## src/cst_pkg.sv

```systemverilog
/*
  Constants for the calibration status and trigger register bank: register
  indices, field positions, reset values, timing figures and the interrupt
  bit layout. Assumes an APB slave with 32-bit data and word-aligned registers.
*/
// Contract
// - Foreground complete set on finish or skip
// - Background halted reads 1 at halt
// - Background halted clears when calibration resumes
// - Background off: halted set by foreground end
// - Status pin select routes one of four
// - Select 0: software bit, pin ignored
// - Select 1: hardware pin, bit ignored
// - Software bit acts as pin, resets high
// - Low-power register resets to 0x88 fields
// - Trigger-wake: sleep until trigger low
// - Low-power enable needs background calibration
// - Sleep delay counted in 256-clock units
package cst_pkg;
  // Bus geometry
  localparam int unsigned ADDR_W = 12;
  localparam int unsigned DATA_W = 32;
  // Register indices; byte address is four times the index
  localparam logic [9:0] IDX_STATE    = 10'h06a;
  localparam logic [9:0] IDX_PIN      = 10'h06b;
  localparam logic [9:0] IDX_SOFT     = 10'h06c;
  localparam logic [9:0] IDX_LP       = 10'h06e;
  localparam logic [9:0] IDX_IRQ_STAT = 10'h070;
  localparam logic [9:0] IDX_IRQ_MASK = 10'h071;
  // State register fields
  localparam int unsigned ST_FG_POS   = 0;
  localparam int unsigned ST_HALT_POS = 1;
  localparam int unsigned ST_CODE_LSB = 2;
  // Pin setup fields and reset
  localparam int unsigned PIN_TSEL_POS = 0;
  localparam int unsigned PIN_SEL_LSB  = 1;
  localparam logic [7:0]  PIN_RESET    = 8'h00;
  // Software trigger reset: trigger held high
  localparam logic        SOFT_RESET   = 1'b1;
  // Low-power register fields and reset
  localparam int unsigned LP_ENABLE_POS = 0;
  localparam int unsigned LP_TWAKE_POS  = 1;
  localparam int unsigned LP_WAKE_LSB  = 3;
  localparam int unsigned LP_SLEEP_LSB = 5;
  localparam logic [7:0]  LP_RESET     = 8'h88;
  // Interrupt bits: foreground done, background halted, wake calibration
  localparam int unsigned IRQ_W        = 3;
  localparam logic [2:0]  IRQ_RESET    = 3'h0;
  // Status pin select codes
  typedef enum logic [1:0] {
    CST_SEL_FG, CST_SEL_HALT, CST_SEL_ALARM, CST_SEL_LOW
  } cst_sel_t;
  // Delays counted in units of this many clock periods
  localparam int unsigned UNIT_CLOCKS  = 256;
  // Largest delay exponent in the sleep table
  localparam int unsigned EXP_MAX      = 33;
  localparam int unsigned CNT_W        = 35;
endpackage

```

## src/cst_sync.sv

```systemverilog
/*
  Three-stage synchroniser for one asynchronous pin level.
  Assumes a free-running clk_i; the output moves only when stages two and
  three agree, so a one-stage glitch never reaches the core.
*/
`timescale 1ns/100ps
module cst_sync
  import cst_pkg::*;
(
  input  wire logic clk_i,    // Core clock
  input  wire logic rst_b_i,  // Async reset, active low
  input  wire logic pin_i,    // Raw pin level
  input  wire logic rst_val_i,// Unused-safe: level taken after release
  output logic      level_o   // Filtered level
);
  logic [2:0] stg_reg;   // Sync chain
  logic [2:0] stg_next;
  logic       lvl_reg;   // Agreed level
  logic       lvl_next;
  logic       init_reg;  // Level seeded once after reset release
  logic       init_next;

  // Shift chain and update level on agreement
  always_comb
  begin
    stg_next  = {stg_reg[1:0], pin_i};
    init_next = 1'b1;
    lvl_next  = lvl_reg;
    if (!init_reg)
    begin
      lvl_next = rst_val_i;
    end
    else if (stg_reg[1] == stg_reg[2])
    begin
      lvl_next = stg_reg[2];
    end
  end

  // Registers only
  always_ff @(posedge clk_i or negedge rst_b_i)
  begin
    if (!rst_b_i)
    begin
      stg_reg  <= 3'h7;  // Pin idles high; no false low after release
      lvl_reg  <= 1'b1;
      init_reg <= 1'b0;
    end
    else
    begin
      stg_reg  <= stg_next;
      lvl_reg  <= lvl_next;
      init_reg <= init_next;
    end
  end

  assign level_o = lvl_reg;
endmodule

```

## src/cst_sleep_timer.sv

```systemverilog
/*
  Low-power background sleep and wake sequencer for one converter core.
  Assumes core_sleep_i pulses when the core goes to sleep; delays are
  (2^k + 1) units of UNIT_CYCLES clocks, exponent capped by EXP_CAP.
*/
`timescale 1ns/100ps
module cst_sleep_timer
  import cst_pkg::*;
#(
  parameter int unsigned UNIT_CYCLES = UNIT_CLOCKS,
  parameter int unsigned EXP_CAP     = EXP_MAX
)
(
  input  wire logic       clk_i,       // Core clock
  input  wire logic       rst_b_i,     // Async reset, active low
  input  wire logic       active_i,    // Low-power calibration in force
  input  wire logic       trig_mode_i, // Sleep until trigger low
  input  wire logic [2:0] sleep_sel_i, // Sleep delay code
  input  wire logic [1:0] wake_sel_i,  // Wake delay code
  input  wire logic       trigger_i,   // Calibration trigger level
  input  wire logic       core_sleep_i,// Core entered sleep
  output logic            asleep_o,    // Core held asleep
  output logic            cal_go_o     // Pulse: start calibration
);
  typedef enum logic [1:0] { CST_IDLE, CST_SLEEP, CST_WAKE } cst_lp_t;

  cst_lp_t            st_reg;   // Sequencer state
  cst_lp_t            st_next;
  logic [CNT_W-1:0]   cnt_reg;  // Units remaining
  logic [CNT_W-1:0]   cnt_next;
  logic [8:0]         div_reg;  // Unit divider
  logic [8:0]         div_next;
  logic               tick;     // One pulse per unit
  logic               go_next;
  logic               go_reg;

  // Delay length in units for an exponent, capped for simulation
  function automatic logic [CNT_W-1:0] units(input int unsigned e);
    int unsigned k;
    k = (e > EXP_CAP) ? EXP_CAP : e;
    units = (CNT_W'(1) << k) + CNT_W'(1);
  endfunction

  // Sleep table exponents
  function automatic int unsigned sleep_exp(input logic [2:0] c);
    case (c)
      3'h0:    sleep_exp = 3;
      3'h1:    sleep_exp = 15;
      3'h2:    sleep_exp = 18;
      3'h3:    sleep_exp = 18;
      3'h4:    sleep_exp = 21;
      3'h5:    sleep_exp = 27;
      3'h6:    sleep_exp = 30;
      default: sleep_exp = 33;
    endcase
  endfunction

  // Wake table exponents
  function automatic int unsigned wake_exp(input logic [1:0] c);
    case (c)
      2'h0:    wake_exp = 3;
      2'h1:    wake_exp = 18;
      2'h2:    wake_exp = 21;
      default: wake_exp = 24;
    endcase
  endfunction

  // Unit divider and sequencer
  always_comb
  begin
    tick     = (div_reg == 9'(UNIT_CYCLES - 1));
    div_next = tick ? 9'h0 : div_reg + 9'h1;
    st_next  = st_reg;
    cnt_next = cnt_reg;
    go_next  = 1'b0;
    case (st_reg)
      CST_IDLE:
      begin
        if (active_i && core_sleep_i)
        begin
          st_next  = CST_SLEEP;
          cnt_next = units(sleep_exp(sleep_sel_i));
        end
      end
      CST_SLEEP:
      begin
        if (trig_mode_i)
        begin
          if (!trigger_i)
          begin
            st_next  = CST_WAKE;
            cnt_next = units(wake_exp(wake_sel_i));
          end
        end
        else if (tick)
        begin
          cnt_next = cnt_reg - CNT_W'(1);
          if (cnt_reg == CNT_W'(1))
          begin
            st_next  = CST_WAKE;
            cnt_next = units(wake_exp(wake_sel_i));
          end
        end
      end
      CST_WAKE:
      begin
        if (tick)
        begin
          cnt_next = cnt_reg - CNT_W'(1);
          if (cnt_reg == CNT_W'(1))
          begin
            st_next = CST_IDLE;
            go_next = 1'b1;
          end
        end
      end
      default: st_next = CST_IDLE;
    endcase
    if (!active_i)
    begin
      st_next = CST_IDLE;
    end
  end

  // Registers only
  always_ff @(posedge clk_i or negedge rst_b_i)
  begin
    if (!rst_b_i)
    begin
      st_reg  <= CST_IDLE;
      cnt_reg <= '0;
      div_reg <= 9'h0;
      go_reg  <= 1'b0;
    end
    else
    begin
      st_reg  <= st_next;
      cnt_reg <= cnt_next;
      div_reg <= div_next;
      go_reg  <= go_next;
    end
  end

  assign asleep_o = (st_reg == CST_SLEEP);
  assign cal_go_o = go_reg;
endmodule

```

## src/cst_regs.sv

```systemverilog
/*
  Calibration status, trigger source and low-power register bank with an
  APB slave, status pin routing and a sticky interrupt.
  Assumes the calibration core drives one-cycle event pulses on clk_i and
  the trigger pin is asynchronous.
*/
// Local design decision: the APB slave port.
`timescale 1ns/100ps
module cst_regs
  import cst_pkg::*;
#(
  parameter int unsigned UNIT_CYCLES = cst_pkg::UNIT_CLOCKS,
  parameter int unsigned EXP_CAP     = cst_pkg::EXP_MAX
)
(
  input  wire logic                      clk_i,       // 25 MHz clock
  input  wire logic                      rst_b_i,     // Async reset, active low
  input  wire logic                      psel_i,      // APB select
  input  wire logic                      penable_i,   // APB enable
  input  wire logic                      pwrite_i,    // APB direction
  input  wire logic [cst_pkg::ADDR_W-1:0] paddr_i,    // APB byte address
  input  wire logic [cst_pkg::DATA_W-1:0] pwdata_i,   // APB write data
  output logic      [cst_pkg::DATA_W-1:0] prdata_o,   // APB read data
  output logic                           pready_o,    // APB ready
  output logic                           pslverr_o,   // APB error
  input  wire logic                      fg_complete_i,   // Foreground finished
  input  wire logic                      fg_skipped_i,    // Foreground skipped
  input  wire logic                      fg_restart_i,    // Calibration rerun
  input  wire logic                      bg_halt_reached_i,// Halted at phase
  input  wire logic                      bg_resume_i,     // Calibration resumes
  input  wire logic                      background_calibration_enable_i,
  input  wire logic [2:0]                cal_state_code_i,// Core state code
  input  wire logic                      alarm_i,         // Alarm flag
  input  wire logic                      core_sleep_i,    // Core went asleep
  input  wire logic                      hardware_trigger_input_i, // Pin
  output logic                           calibration_status_output_o,
  output logic                           cal_trigger_o,   // Selected trigger
  output logic                           lowpower_active_o,
  output logic                           core_asleep_o,
  output logic                           core_calibrate_o,// Pulse
  output logic                           irq_o            // Level interrupt
);
  // Status flags
  logic            foreground_complete_reg;     // Foreground complete
  logic            foreground_complete_next;
  logic            halted_reg;      // Background halted
  logic            halted_next;
  // Software registers
  logic            tsel_reg;        // Trigger source select
  logic            tsel_next;
  logic [1:0]      psel_reg;        // Status pin select
  logic [1:0]      psel_next;
  logic            soft_reg;        // Software trigger bit
  logic            soft_next;
  logic [7:0]      lp_reg;          // Low-power setup
  logic [7:0]      lp_next;
  logic [IRQ_W-1:0] ist_reg;        // Interrupt status
  logic [IRQ_W-1:0] ist_next;
  logic [IRQ_W-1:0] imask_reg;      // Interrupt mask
  logic [IRQ_W-1:0] imask_next;
  // Bus read path
  logic [DATA_W-1:0] rdata_reg;
  logic [DATA_W-1:0] rdata_next;
  logic            hit_reg;         // Address decoded in setup
  logic            hit_next;
  logic            pin_reg;         // Status pin
  logic            pin_next;
  // Helpers
  logic            hw_trig;         // Synchronised pin
  logic            fg_set;
  logic            halt_set;
  logic            lp_go;
  logic            setup;
  logic            wr;
  logic [IRQ_W-1:0] ev;

  // Register index from a byte address
  function automatic logic [9:0] idx(input logic [ADDR_W-1:0] a);
    idx = a[ADDR_W-1:2];
  endfunction

  // Known register at an index
  function automatic logic mapped(input logic [9:0] i);
    mapped = (i == IDX_STATE) || (i == IDX_PIN) || (i == IDX_SOFT) ||
             (i == IDX_LP) || (i == IDX_IRQ_STAT) || (i == IDX_IRQ_MASK);
  endfunction

  // Trigger pin synchroniser
  // Pin idles high, so the filtered level is seeded high
  cst_sync u_sync (
    .clk_i     (clk_i),
    .rst_b_i   (rst_b_i),
    .pin_i     (hardware_trigger_input_i),
    .rst_val_i (1'b1),
    .level_o   (hw_trig)
  );

  // Trigger source mux
  assign cal_trigger_o = tsel_reg ? hw_trig : soft_reg;

  // Low-power enable gated by background calibration
  assign lowpower_active_o = lp_reg[LP_ENABLE_POS] & background_calibration_enable_i;

  // Sleep and wake sequencer
  cst_sleep_timer #(
    .UNIT_CYCLES (UNIT_CYCLES),
    .EXP_CAP     (EXP_CAP)
  ) u_timer (
    .clk_i        (clk_i),
    .rst_b_i      (rst_b_i),
    .active_i     (lowpower_active_o),
    .trig_mode_i  (lp_reg[LP_TWAKE_POS]),
    .sleep_sel_i  (lp_reg[LP_SLEEP_LSB +: 3]),
    .wake_sel_i   (lp_reg[LP_WAKE_LSB +: 2]),
    .trigger_i    (cal_trigger_o),
    .core_sleep_i (core_sleep_i),
    .asleep_o     (core_asleep_o),
    .cal_go_o     (lp_go)
  );

  // Status flag updates
  always_comb
  begin
    fg_set   = fg_complete_i | fg_skipped_i;
    halt_set = bg_halt_reached_i | (!background_calibration_enable_i & fg_set);
    foreground_complete_next = foreground_complete_reg;
    if (fg_set)
    begin
      foreground_complete_next = 1'b1;
    end
    else if (fg_restart_i)
    begin
      foreground_complete_next = 1'b0;
    end
    halted_next = halted_reg;
    if (halt_set)
    begin
      halted_next = 1'b1;
    end
    else if (bg_resume_i)
    begin
      halted_next = 1'b0;
    end
  end

  // Status pin routing
  always_comb
  begin
    case (cst_sel_t'(psel_reg))
      CST_SEL_FG:    pin_next = foreground_complete_reg;
      CST_SEL_HALT:  pin_next = halted_reg;
      CST_SEL_ALARM: pin_next = alarm_i;
      default:       pin_next = 1'b0;
    endcase
  end

  // Software register writes and interrupt status
  always_comb
  begin
    setup      = psel_i & ~penable_i;
    wr         = psel_i & penable_i & pwrite_i;
    tsel_next  = tsel_reg;
    psel_next  = psel_reg;
    soft_next  = soft_reg;
    lp_next    = lp_reg;
    imask_next = imask_reg;
    ev         = {lp_go, halt_set, fg_set};
    ist_next   = ist_reg;
    if (wr)
    begin
      case (idx(paddr_i))
        IDX_PIN:
        begin
          tsel_next = pwdata_i[PIN_TSEL_POS];
          psel_next = pwdata_i[PIN_SEL_LSB +: 2];
        end
        IDX_SOFT:     soft_next  = pwdata_i[0];
        IDX_LP:       lp_next    = {pwdata_i[7:3], 1'b0, pwdata_i[1:0]};
        IDX_IRQ_STAT: ist_next   = ist_reg & ~pwdata_i[IRQ_W-1:0];
        IDX_IRQ_MASK: imask_next = pwdata_i[IRQ_W-1:0];
        default:      ist_next   = ist_reg; // State register ignores writes
      endcase
    end
    // Events win over a same-cycle clear
    ist_next = ist_next | ev;
  end

  // Read data captured in the setup cycle
  always_comb
  begin
    hit_next   = hit_reg;
    rdata_next = rdata_reg;
    if (setup)
    begin
      hit_next   = mapped(idx(paddr_i));
      rdata_next = '0;
      case (idx(paddr_i))
        IDX_STATE:
        begin
          rdata_next[ST_CODE_LSB +: 3] = cal_state_code_i;
          rdata_next[ST_HALT_POS]      = halted_reg;
          rdata_next[ST_FG_POS]        = foreground_complete_reg;
        end
        IDX_PIN:
        begin
          rdata_next[PIN_TSEL_POS]     = tsel_reg;
          rdata_next[PIN_SEL_LSB +: 2] = psel_reg;
        end
        IDX_SOFT:     rdata_next[0]            = soft_reg;
        IDX_LP:       rdata_next[7:0]          = lp_reg;
        IDX_IRQ_STAT: rdata_next[IRQ_W-1:0]    = ist_reg;
        IDX_IRQ_MASK: rdata_next[IRQ_W-1:0]    = imask_reg;
        default:      rdata_next               = '0;
      endcase
    end
  end

  // Registers only
  always_ff @(posedge clk_i or negedge rst_b_i)
  begin
    if (!rst_b_i)
    begin
      foreground_complete_reg <= 1'b0;
      halted_reg  <= 1'b0;
      tsel_reg    <= PIN_RESET[PIN_TSEL_POS];
      psel_reg    <= PIN_RESET[PIN_SEL_LSB +: 2];
      soft_reg    <= SOFT_RESET;
      lp_reg      <= LP_RESET;
      ist_reg     <= IRQ_RESET;
      imask_reg   <= IRQ_RESET;
      rdata_reg   <= '0;
      hit_reg     <= 1'b0;
      pin_reg     <= 1'b0;
    end
    else
    begin
      foreground_complete_reg <= foreground_complete_next;
      halted_reg  <= halted_next;
      tsel_reg    <= tsel_next;
      psel_reg    <= psel_next;
      soft_reg    <= soft_next;
      lp_reg      <= lp_next;
      ist_reg     <= ist_next;
      imask_reg   <= imask_next;
      rdata_reg   <= rdata_next;
      hit_reg     <= hit_next;
      pin_reg     <= pin_next;
    end
  end

  // Bus and pin outputs
  assign prdata_o  = rdata_reg;
  assign pready_o  = 1'b1;
  assign pslverr_o = psel_i & penable_i & ~hit_reg;
  assign calibration_status_output_o = pin_reg;
  assign irq_o     = |(ist_reg & imask_reg);
  // Calibration start pulse from the sleep timer
  assign core_calibrate_o = lp_go;
endmodule

```

## config.mk

```make
export PLATFORM = sky130hd
export DESIGN_NAME = cst_regs
export DESIGN_NICKNAME = d
export VERILOG_FILES = /design/src/cst_pkg.sv /design/src/cst_sync.sv /design/src/cst_sleep_timer.sv /design/src/cst_regs.sv
export SDC_FILE = /design/constraint.sdc
export NUM_CORES = 1
export LEC_CHECK = 0
export BUFFER_PORTS_ARGS = -buffer_cell sky130_fd_sc_hd__buf_4
export CAP_MARGIN = 20
export CORE_ASPECT_RATIO = 1.5
export CORE_MARGIN = 2
export CORE_UTILIZATION = 35
export DETAILED_ROUTE_END_ITERATION = 8
export GPL_TIMING_DRIVEN = 0
export PLACE_DENSITY = 0.63
export SYNTH_ARGS = -nofsm -noshare
export SYNTH_HDL_FRONTEND = slang
export SYNTH_HIERARCHICAL = 1
export SYNTH_SLANG_ARGS = --single-unit
```

## constraint.sdc

```tcl
create_clock -name clk_i -period 6.7 [get_ports clk_i]
set_clock_uncertainty 0.05 [all_clocks]
set_input_delay 0 -clock clk_i [delete_from_list [all_inputs] [get_ports clk_i]]
set_output_delay 0 -clock clk_i [all_outputs]
set_load 0.02 [all_outputs]
```

==> summary by stage, run 1 <==
Setup path
In this run the worst path has a maximum fanout of 7. The critical path class is reg2reg. The slack of the worst reg-to-reg path is 3.46 ns. The worst path required time is 6.92 ns. Data on the critical path arrives at its endpoint at 3.47 ns. The worst setup path is launched from a flip-flop. The worst setup path is captured at a flip-flop.

Floorplanning
After floorplanning, the core was divided into 52 placement rows. During I/O placement, the number of pins put on the boundary was 101. The core region is 13400 um2. The starting density of the core is 0.355. The die height is 147 um.

The floorplan die area is 14500 um2. The floorplan step set the die width to 99.1 um.

Drt
The detailed-router iteration count before antenna repair is 5. For this run, design rule violations remaining after detail routing come to 0. The routed wire length is 12500 um.

After detailed routing, the average wire length per cell comes to 16.3 um. The detailed-route vias per instance is 5.41. Detailed routing inserted a total of 4154 vias. The detailed router finished its first iteration with 222 violations. The detail route stage leaves a number of antenna-violating nets equal to 0.

Cells and area
In the final layout, flip-flops and latches occupy 2040 um2. The fraction of final layout cells sized beyond drive strength 1 is 0.223. The number of inserted filler cells in the final layout is 1261. The flip-flop count of the largest register after layout is 35.

The footprint of the multi-input gates is 2450 um2. The number of antenna diodes in the final layout is 0. For this run, the number of standard cells in the final layout without fillers is 768. Compared with the post-synthesis result, the final layout area differs by 26.5%. The post-layout net count is 671.

Global route
Across every metal layer, demand over resource in global routing totals 0.173. The sum of overflow across all layers after global routing is 0. The pin count of the biggest net entering global routing is 82. The first-pass GRT wire length is 20100 um. The number of antenna violations at the first check in global routing is 0.

The via count of the first global-routing pass was 4143.

Logic synthesis
For this run, the register share of the synthesized area comes to 0.428. The predominant post-synthesis flop cell is dfrtp_1. Synthesis inferred 81 register bits. The share of synthesized area in the top cell type comes to 0.390. The count of synthesis-stage warnings from yosys is 6. Yosys mapped the design onto 74 distinct sky130hd cell types. The synthesized instance count is 489.

The number of synthesized flops with an enable pin is 0. Summing every instance area after synthesis gives 4750 um2. The cell taking the most area after synthesis is dfrtp_1. The mean area per synthesized cell is 9.72 um2. By area the synthesized netlist is led by dfrtp_1 39%, buf_4 4.3%, o21ai_0 4.1%. The share of synthesized flip-flops with an asynchronous set or reset is 1.00.

Run
Max-cap violations in this run came to 0.

Clocking
The root buffer cell chosen for the clock tree is clkbuf_16. Once the clock tree was built, the setup fixing pass inserted 0 buffers. The clock tree from TritonCTS is built. The total clock buffers created by CTS is 9. The number of clock sinks is 81. The H-tree generated during clock tree synthesis spans 3 levels. At the later pin of the worst-skew pair, clock insertion delay measures 0.33 ns. The clock transition at the registers of the reported paths is 0.06 ns. The maximum number of buffers from clock root to sink is 2.

Placed design
The count of buffers inserted at the top-level ports is 46. The cell count after placement is 725. The global placer's final weighted congestion is 0.859. The final HPWL from detailed placement is 8970 um.

Timing
The highest clock frequency the design can meet is 0.308 GHz. For the final routed database, the setup TNS stands at 0 ns. The slew of the pin with the lowest slew margin is 0.973 ns.

The worst relative slew slack is 0.351. The final max-slew violation count came to 0. The worst path in the final design needs a cycle of 3.24 ns, including I/O delays and setup.

The final count of negative-setup-slack endpoints is 0. The tightest hold path in the finished design has a slack of -0.0126 ns. The number of hold violations in the final report is 6. Setup repair after global routing left no endpoint under its margin. Dividing the final minimum period by the clock period gives 0.484.

Worst hold path
The path class of the tightest hold or removal check is in2async.

Status
The final reports fail on negative hold slack. The run finished, with violations left.

Power
The worst IR drop on VDD is 0.000105 V. The overall power is 1.11 mW. The standby leakage power is 2.72 nW. For this design the ratio of total power to cell area is 185 nW/um2.
## synthesized netlist by cell type (4+ instances only)
| library cell | n |
|---|---|
| nor4_1 | 15 |
| nand4_1 | 6 |
| nand3b_1 | 4 |
| conb_1 | 4 |
| nand3_1 | 10 |
| clkbuf_1 | 9 |
| dfrtp_1 | 74 |
| mux2i_1 | 15 |
| dfstp_2 | 7 |
| o21ai_0 | 39 |
| nor2_1 | 43 |
| nand2b_1 | 4 |
| ha_1 | 9 |
| inv_1 | 19 |
| o2bb2ai_1 | 6 |
| a31oi_1 | 8 |
| nor2b_1 | 5 |
| a22o_1 | 13 |
| a21oi_1 | 8 |
| buf_4 | 27 |
| nand2_1 | 29 |
| buf_6 | 4 |
| nor3_1 | 26 |
| mux2_2 | 16 |
| xor2_1 | 4 |
| a211oi_1 | 4 |
## logic make-up after synthesis
| group | share of synthesized area |
|---|---|
| other cells | 0.00316 |
| simple gates | 0.204 |
| compound gates | 0.183 |
| xor+xnor | 0.0111 |
| buf+inv | 0.0774 |
| mux | 0.0695 |
| flops | 0.428 |
| fa+ha+maj | 0.0237 |
## placed cells by master, fill, tap and decap left out, types with 4 or more instances in the layout
cell type	count
dfrtp_1	74
buf_4	73
nor2_1	43
o21ai_0	39
conb_1	31
nand2_1	29
nor3_1	26
dlygate4sd3_1	26
inv_1	19
mux2_2	16
mux2i_1	15
nor4_1	15
a22o_1	13
nand3_1	10
clkbuf_1	10
clkbuf_16	9
ha_1	9
a31oi_1	8
a21oi_1	8
dfstp_2	7
nand4_1	6
o2bb2ai_1	6
nor2b_1	5
nand3b_1	4
buf_6	4
nand2b_1	4
xor2_1	4
buf_2	4
a211oi_1	4
## report_power, final
group	internal [mW]	switching (mW)	total (mW)
clock	0.321	0.193	0.513
sequential	0.497	0.00476	0.502
combinational	0.0469	0.0521	0.0990
## final cells by class
type / count / area share
buffer: 43 / 0.0493
timing repair buffer: 74 / 0.106
multi-input combinational: 373 / 0.408
sequential: 81 / 0.339
clock inverter: 3 / 0.00770
clock buffer: 13 / 0.0450
inverter: 19 / 0.0119
tap: 162 / 0.0337
## through the flow
step                 util  setup slack (ns)  instance area, um2
detailed placement  0.403              3.49                5410
CTS                 0.446              3.48                5980
finish              0.448              3.46                6010
global placement    0.403              3.16                5400
global route        0.448              3.26                6010
floorplan               -              3.87                4850
## worst paths after layout
check / start / end / cells past startpoint
worst max-delay path: u_timer/cnt_reg[28] / u_timer/cnt_reg[24] / 7
worst min register to register: u_sync/stg_reg[0] / u_sync/stg_reg[1] / 0
max in group asynchronous: rst_b_i / soft_reg / 3
worst max register to register: u_timer/cnt_reg[28] / u_timer/cnt_reg[24] / 7
min in group clk_i: paddr_i[11] / hit_reg / 4
worst min-delay path: rst_b_i / u_sync/init_reg / 2
## worst max-delay path: stages, from the launching register on
cell and delay (ns):
dfrtp_1 0.40, or4_4 0.57, or4_1 0.40, clkbuf_1 0.23
nor4_1 0.62, o21ai_0 0.44, o22ai_1 0.28, a32o_1 0.18
## routing by layer
layer	vias up	wire (um)	GRT usage
li1	1982	-	-
met1	2004	4990	0.195
met2	129	6350	0.302
met3	39	624	0.0324
met4	0	510	0.0979
met5	-	0	0
## timing repair
action	in CTS	in global routing
hold endpoints to repair	98	0
gates resized for setup	0	0
hold buffers	26	0
setup endpoints to repair	0	0
(Power assumes the default switching activity.)
==> run 2: changes to the inputs <==
PLACE_DENSITY = 0.65   (was 0.63)
clock period = 2.78 ns   (was 6.7 ns; I/O delays follow)
==> summary by stage, run 2 (synthesis results as in run 1) <==
Drt
The detailed-router iteration count before antenna repair was 5 (unchanged). The detailed-route vias per instance is 5.44 (+0.58%). The routed wire length came to 13300 um (+6.6%). The detailed-route via count was 4325 (+4.1%).

The routed wirelength normalized by instance count is 16.7 um (+2.9%). The number of violations reported at the end of detailed-routing iteration 0 is 250 (+13%). The remaining routing DRC violations was 0 (unchanged). The remaining number of nets flagged by the antenna check after routing was 0 (unchanged).

Placed design
The count of buffers inserted at the top-level ports is 46 (unchanged). The cell count after placement is 725 (unchanged). The pre-CTS worst setup slack was -0.437 ns (-3.93 ns). The final HPWL from detailed placement is 8830 um (-1.6%). The total cell area at the placement stage is 5420 um2 (+0.23%).

The global placer's final weighted congestion is 0.877 (+2.1%).

Clocking
The maximum number of buffers from clock root to sink is 2 (unchanged). The number of clock sinks came to 81 (unchanged). The total clock buffers created by CTS is 9 (unchanged). TritonCTS built the clock tree. The clock latency on the worst-skew pair is 0.33 ns (about the same). The H-tree depth is 3 (unchanged). The clock transition at the registers of the reported paths is 0.06 ns (about the same). CTS placed an instance of clkbuf_16 at the clock tree root.

Setup path
The setup path with the least slack is of type reg2reg. Walking the worst path, the cells encountered are or4_4 > or4_4 > o41a_4 > o21ai_4 > buf_12 > buf_8 > o21ai_2 > mux2_4. The master of the slowest instance on the critical path is or4_4. The count of buffering cells on the critical path with inverters included came to 2 (+1). The most common cell type on the critical path is or4_4. The largest fanout of any net on the critical path is 5 (-2). The critical path's top delay family is simple AND/OR/NAND/NOR gates. The worst path required time is 2.95 ns (-3.97 ns). The critical path data arrival time is 3.05 ns (-0.42 ns). The worst setup path is captured at a flip-flop. The longest individual stage delay on the worst path is 0.54 ns (-0.08 ns).

The worst setup path is launched from a flip-flop.

Power
The power density of the placed cells came to 405 nW/um2 (+120%). The worst IR drop on VDD is 0.000240 V (+130%). The standby leakage power is 2.91 nW (+7.0%).

Floorplanning
The die width is 99.1 um (unchanged). The top-level I/O count is 101 (unchanged). The floorplan die area is 14500 um2 (unchanged). The starting density of the core is 0.355 (unchanged). The area inside the core boundary is 13400 um2 (unchanged). The die height is 147 um (unchanged). The site row count is 52 (unchanged).

Timing
Setup repair after global routing could not meet its margin everywhere. The highest clock frequency the design can meet is 0.347 GHz (+13%). The final cycle utilization of the critical path is 1.04 (+0.552).

The post-layout minimum cycle time is 2.88 ns (-0.364 ns). The number of hold violations in the final report is 0 (-6). The post-route worst setup slack was -0.0996 ns (-3.56 ns). The worst hold slack after final layout is 0.0146 ns (+0.0272 ns). The worst relative slew slack is 0.510 (+0.159). The final count of negative-setup-slack endpoints is 20 (+20).

The final max-slew violation count came to 0 (unchanged). The slew of the pin with the lowest slew margin was 0.729 ns (-0.245 ns).

Cells and area
The library cell used most frequently in the layout, excluding fill and tap cells, is buf_4. The post-route standard cell area excluding fillers was 6490 um2 (+8.1%). The flip-flop count of the largest register after layout is 35 (unchanged). The share of the core filled with cells in the final layout came to 0.485 (+0.0361). In the layout the commonest cells are 95 x buf_4, 74 x dfrtp_1, 40 x nor2_1.

The number of inserted diodes came to 0 (unchanged). The number of cells in the finished layout apart from fillers is 795 (+3.5%). The post-layout net count was 698 (+4.0%).

The layout overhead on the synthesized area is 36.7%. The fraction of final layout cells sized beyond drive strength 1 is 0.316 (+0.0932).

Global route
The met3 capacity usage during global routing is 0.0252 (-0.00714). The sum of overflow across all layers after global routing was 0 (unchanged). The first-pass GRT wire length is 21100 um (+5.1%). The global routing usage on met2 is 0.315 (+0.0122). The via count of the first global-routing pass is 4343 (+4.8%). The layer flagged by global routing as most heavily used is met2. The global-route usage over all layers is 0.178 (+0.00512). The number of antenna violations at the first check in global routing is 0 (unchanged). The pin count of the biggest net entering global routing was 82 (unchanged).

The met1 track demand over resource was 0.205 (+0.00962).

Status
The flow ran to the end, but the final reports show violations. The final reports fail on negative setup slack.

Run
The number of maximum-capacitance constraint violations is 0 (unchanged).

Worst hold path
The worst hold-check path type is in2reg.
==> run 2: final timing paths <==
path	from	end	slack, ns	cells past startpoint
min reg2reg	u_sync/stg_reg[0]	u_sync/stg_reg[1]	0.31	0
max in group asynchronous	rst_b_i	soft_reg	2.01	3
max reg2reg	u_timer/cnt_reg[29]	u_timer/cnt_reg[12]	-0.1	8
min	paddr_i[11]	prdata_o[4]	0.01	4
min in group asynchronous	rst_b_i	calibration_status_output_o	0.03	2
max	u_timer/cnt_reg[29]	u_timer/cnt_reg[12]	-0.1	8
==> run 2: layer usage <==
metal | routed length [um] | up-vias
met2 | 7000 | 152
met3 | 645 | 35
met5 | 0 | -
met4 | 442 | 0
met1 | 5210 | 2096
li1 | - | 2042
==> run 2: worst min-delay path: stages <==
cell and delay [ns]:
buf_4 0.11, nor4b_4 0.06, nand4_1 0.10, o21ai_0 0.09
==> run 2: layout make-up <==
cell class / instances / area (um2)
buffer: 40 / 309
clock buffer: 11 / 243
clock inverter: 5 / 56.3
fill: 1223 / 6910
inverter: 19 / 71.3
multi-input combinational: 373 / 2640
sequential: 81 / 2040
tap: 162 / 203
timing repair buffer: 104 / 942
==> run 2: what timing repair did <==
item                                   CTS  global route
setup endpoints to repair               37            37
gates cloned                             2             1
buffers inserted                        22             8
resized for setup                       45            38
pin swaps                               16            16
endpoints found under the hold margin   98             0
hold buffers                            24             0
==> run 2: report_power, final <==
group | internal, mW | total [mW] | switching (mW) | leakage (nW)
Combinational | 0.114 | 0.240 | 0.127 | 1.73
Clock | 0.719 | 1.18 | 0.463 | 0.145
Sequential | 1.20 | 1.21 | 0.0112 | 1.04
==> run 2: stage by stage <==
step / setup TNS (ns) / power [mW]
finish: -0.857 / 2.63
floorplan: -0.0742 / 1.35
detailed placement: -9.93 / 1.44
global placement: -13.20 / 1.43
global route: -1.70 / 2.74
CTS: -2.50 / 2.65
==> run 3: changes to the inputs <==
PLACE_DENSITY = 0.63   (was 0.65)
==> summary by stage, run 3 (synthesis results as in run 1) <==
Clocking
The H-tree depth was 3 (unchanged). The total clock buffers created by CTS is 9 (unchanged). The clock transition at the registers of the reported paths is 0.06 ns (about the same). The clock tree from TritonCTS is built.

The tree is rooted in a clkbuf_16. The number of clock sinks is 81 (unchanged). The clock latency on the worst-skew pair came to 0.34 ns (about the same). The maximum number of buffers from clock root to sink is 2 (unchanged).

Setup path
The largest fanout of any net on the critical path is 6 (+1). The worst path required time is 2.96 ns (about the same). The longest individual stage delay on the worst path is 0.55 ns (about the same). STA classifies the critical path endpoint as a flip-flop. The kind of start point of the critical path is a flip-flop. The worst setup path is of the reg2reg kind. Walking the worst path, the cells encountered are or4_4 > or4_4 > buf_8 > o41a_4 > o21ai_4 > buf_6 > o21ai_2 > mux2_4.

The most common cell type on the critical path is or4_4. The master of the slowest instance on the critical path is or4_4. The critical path data arrival time was 3.19 ns (+0.14 ns).

Floorplanning
The die width is 99.1 um (unchanged). The site row count is 52 (unchanged). The area inside the core boundary is 13400 um2 (unchanged). The floorplan die area is 14500 um2 (unchanged). The die height is 147 um (unchanged).

The starting density of the core is 0.355 (unchanged). The top-level I/O count is 101 (unchanged).

Timing
The number of hold violations in the final report is 0 (unchanged). The final cycle utilization of the critical path came to 1.09 (+0.0495). The final max-slew violation count came to 0 (unchanged). The highest clock frequency the design can meet is 0.331 GHz (-4.6%). Setup repair after global routing could not meet its margin everywhere. The worst relative slew slack is 0.488 (-0.0216). The slew of the pin with the lowest slew margin came to 0.761 ns (+0.0321 ns). The post-route worst setup slack is -0.237 ns (-0.138 ns). The post-layout minimum cycle time came to 3.02 ns (+0.138 ns). The setup TNS is -5.49 ns (-4.63 ns). The final count of negative-setup-slack endpoints is 34 (+70%).

Cells and area
In the layout the commonest cells are 96 x buf_4, 73 x dfrtp_1, 39 x nor2_1. The post-layout net count is 702 (+0.57%). The most frequent standard cell in the layout excluding fill and tap cells is buf_4.

The flip-flop count of the largest register after layout came to 35 (unchanged). The number of inserted diodes is 0 (unchanged). The layout overhead on the synthesized area is 37.1%. The number of inserted filler cells in the final layout was 1245 (+1.8%).

The number of cells in the finished layout apart from fillers is 799 (+0.50%). The share of the core filled with cells in the final layout is 0.486 (+0.00159). The fraction of final layout cells sized beyond drive strength 1 came to 0.320 (+0.00430).

Status
The checks that failed: negative setup slack. The run finished, with violations left.

Drt
The routed wire length came to 13900 um (+4.3%). The remaining number of nets flagged by the antenna check after routing is 0 (unchanged). The routed wirelength normalized by instance count is 17.4 um (+3.7%). The number of violations reported at the end of detailed-routing iteration 0 was 341 (+36%).

The detailed-router iteration count before antenna repair is 5 (unchanged). The remaining routing DRC violations is 0 (unchanged). The detailed-route vias per instance came to 5.60 (+2.9%). The detailed-route via count is 4474 (+3.4%).

Global route
The first-pass GRT wire length is 21100 um (+0.16%). The sum of overflow across all layers after global routing was 0 (unchanged). The via count of the first global-routing pass is 4367 (+0.55%).

The global-route usage over all layers came to 0.181 (+0.00324). The pin count of the biggest net entering global routing came to 82 (unchanged). The number of antenna violations at the first check in global routing is 0 (unchanged).

Power
The standby leakage power is 2.90 nW (-0.40%). The power density of the placed cells is 424 nW/um2 (+4.7%). The overall power is 2.76 mW (+5.0%). The worst IR drop on VDD is 0.000211 V (-12%).

Placed design
The cell count after placement is 725 (unchanged). The final HPWL from detailed placement is 8900 um (+0.86%). The pre-CTS worst setup slack is -0.427 ns (+0.0100 ns).

The global placer's final weighted congestion was 0.845 (-3.6%). The count of buffers inserted at the top-level ports was 46 (unchanged).

Run
The number of maximum-capacitance constraint violations is 0 (unchanged).

Worst hold path
The worst hold path belongs to the class in2reg.
==> run 3: cell count changes in the layout (fill, tap and decap cells not counted), moves of 2 or more <==
cell / change
clkinv_2: -2
nand3_2: +2
buf_12: -3
o21ai_0: -6
buf_8: -2
nor3_2: +2
a21oi_1: +2
o21ai_1: +8
nand3_1: -2
buf_6: +5
o21ai_2: -2
==> run 3: final timing paths <==
kind / from / end / slack (ns) / cells after the start
min reg2reg: u_sync/stg_reg[0] / u_sync/stg_reg[1] / 0.31 / 0
max in group asynchronous: rst_b_i / lp_reg[7] / 1.97 / 3
max reg2reg: u_timer/cnt_reg[28] / u_timer/cnt_reg[12] / -0.24 / 8
max: u_timer/cnt_reg[28] / u_timer/cnt_reg[12] / -0.24 / 8
min in group asynchronous: rst_b_i / u_timer/div_reg[4] / 0.07 / 2
min: paddr_i[11] / hit_reg / 0.02 / 4
==> run 3: per-stage QoR <==
step | hold slack, ns | instance area [um2]
final | 0.0191 | 6520
after detailed placement | 0.0605 | 5420
after CTS | 0.00523 | 6260
after global placement | 0.0610 | 5410
after floorplan | -0.346 | 4870
after global routing | 0.0297 | 6520
==> run 3: cell type report <==
type                    instances  area (um2)  share of cell area
plain buffers                  41         317              0.0486
clock buffers                  12         256              0.0394
clock inverters                 4        75.1              0.0115
inverters                      19        71.3              0.0109
multi-input cells             374        2630               0.404
flip-flops and latches         81        2040               0.313
well taps                     162         203              0.0311
repair buffers                106         923               0.142
==> run 3: critical path: cells and delay by family, from the launching register on <==
kind,cells,cell delay (ns)
AND/OR/NAND/NOR,2,0.99
AO/OA/AOI/OAI,3,0.86
flip-flops,1,0.40
buffers and inverters,2,0.33
multiplexers,1,0.26
==> run 3: repair_timing <==
| item | in CTS | in global routing |
|---|---|---|
| gates resized for setup | 49 | 37 |
| setup endpoints to repair | 37 | 37 |
| hold buffers | 25 | 0 |
| gates cloned | 2 | 2 |
| endpoints found under the hold margin | 98 | 0 |
| pin swaps | 15 | 28 |
| buffers inserted | 16 | 14 |
==> run 3: metal layers <==
layer,global-route usage,share of wire,routed length (um)
met5,0,0,0
met4,0.120,0.060,827
met3,0.0347,0.054,750
met2,0.315,0.51,7020
met1,0.198,0.38,5270
==> run 3: power by group <==
part,internal (mW),switching [mW]
sequential,1.20,0.0116
combinational,0.114,0.128
clock,0.836,0.476
total,2.15,0.616
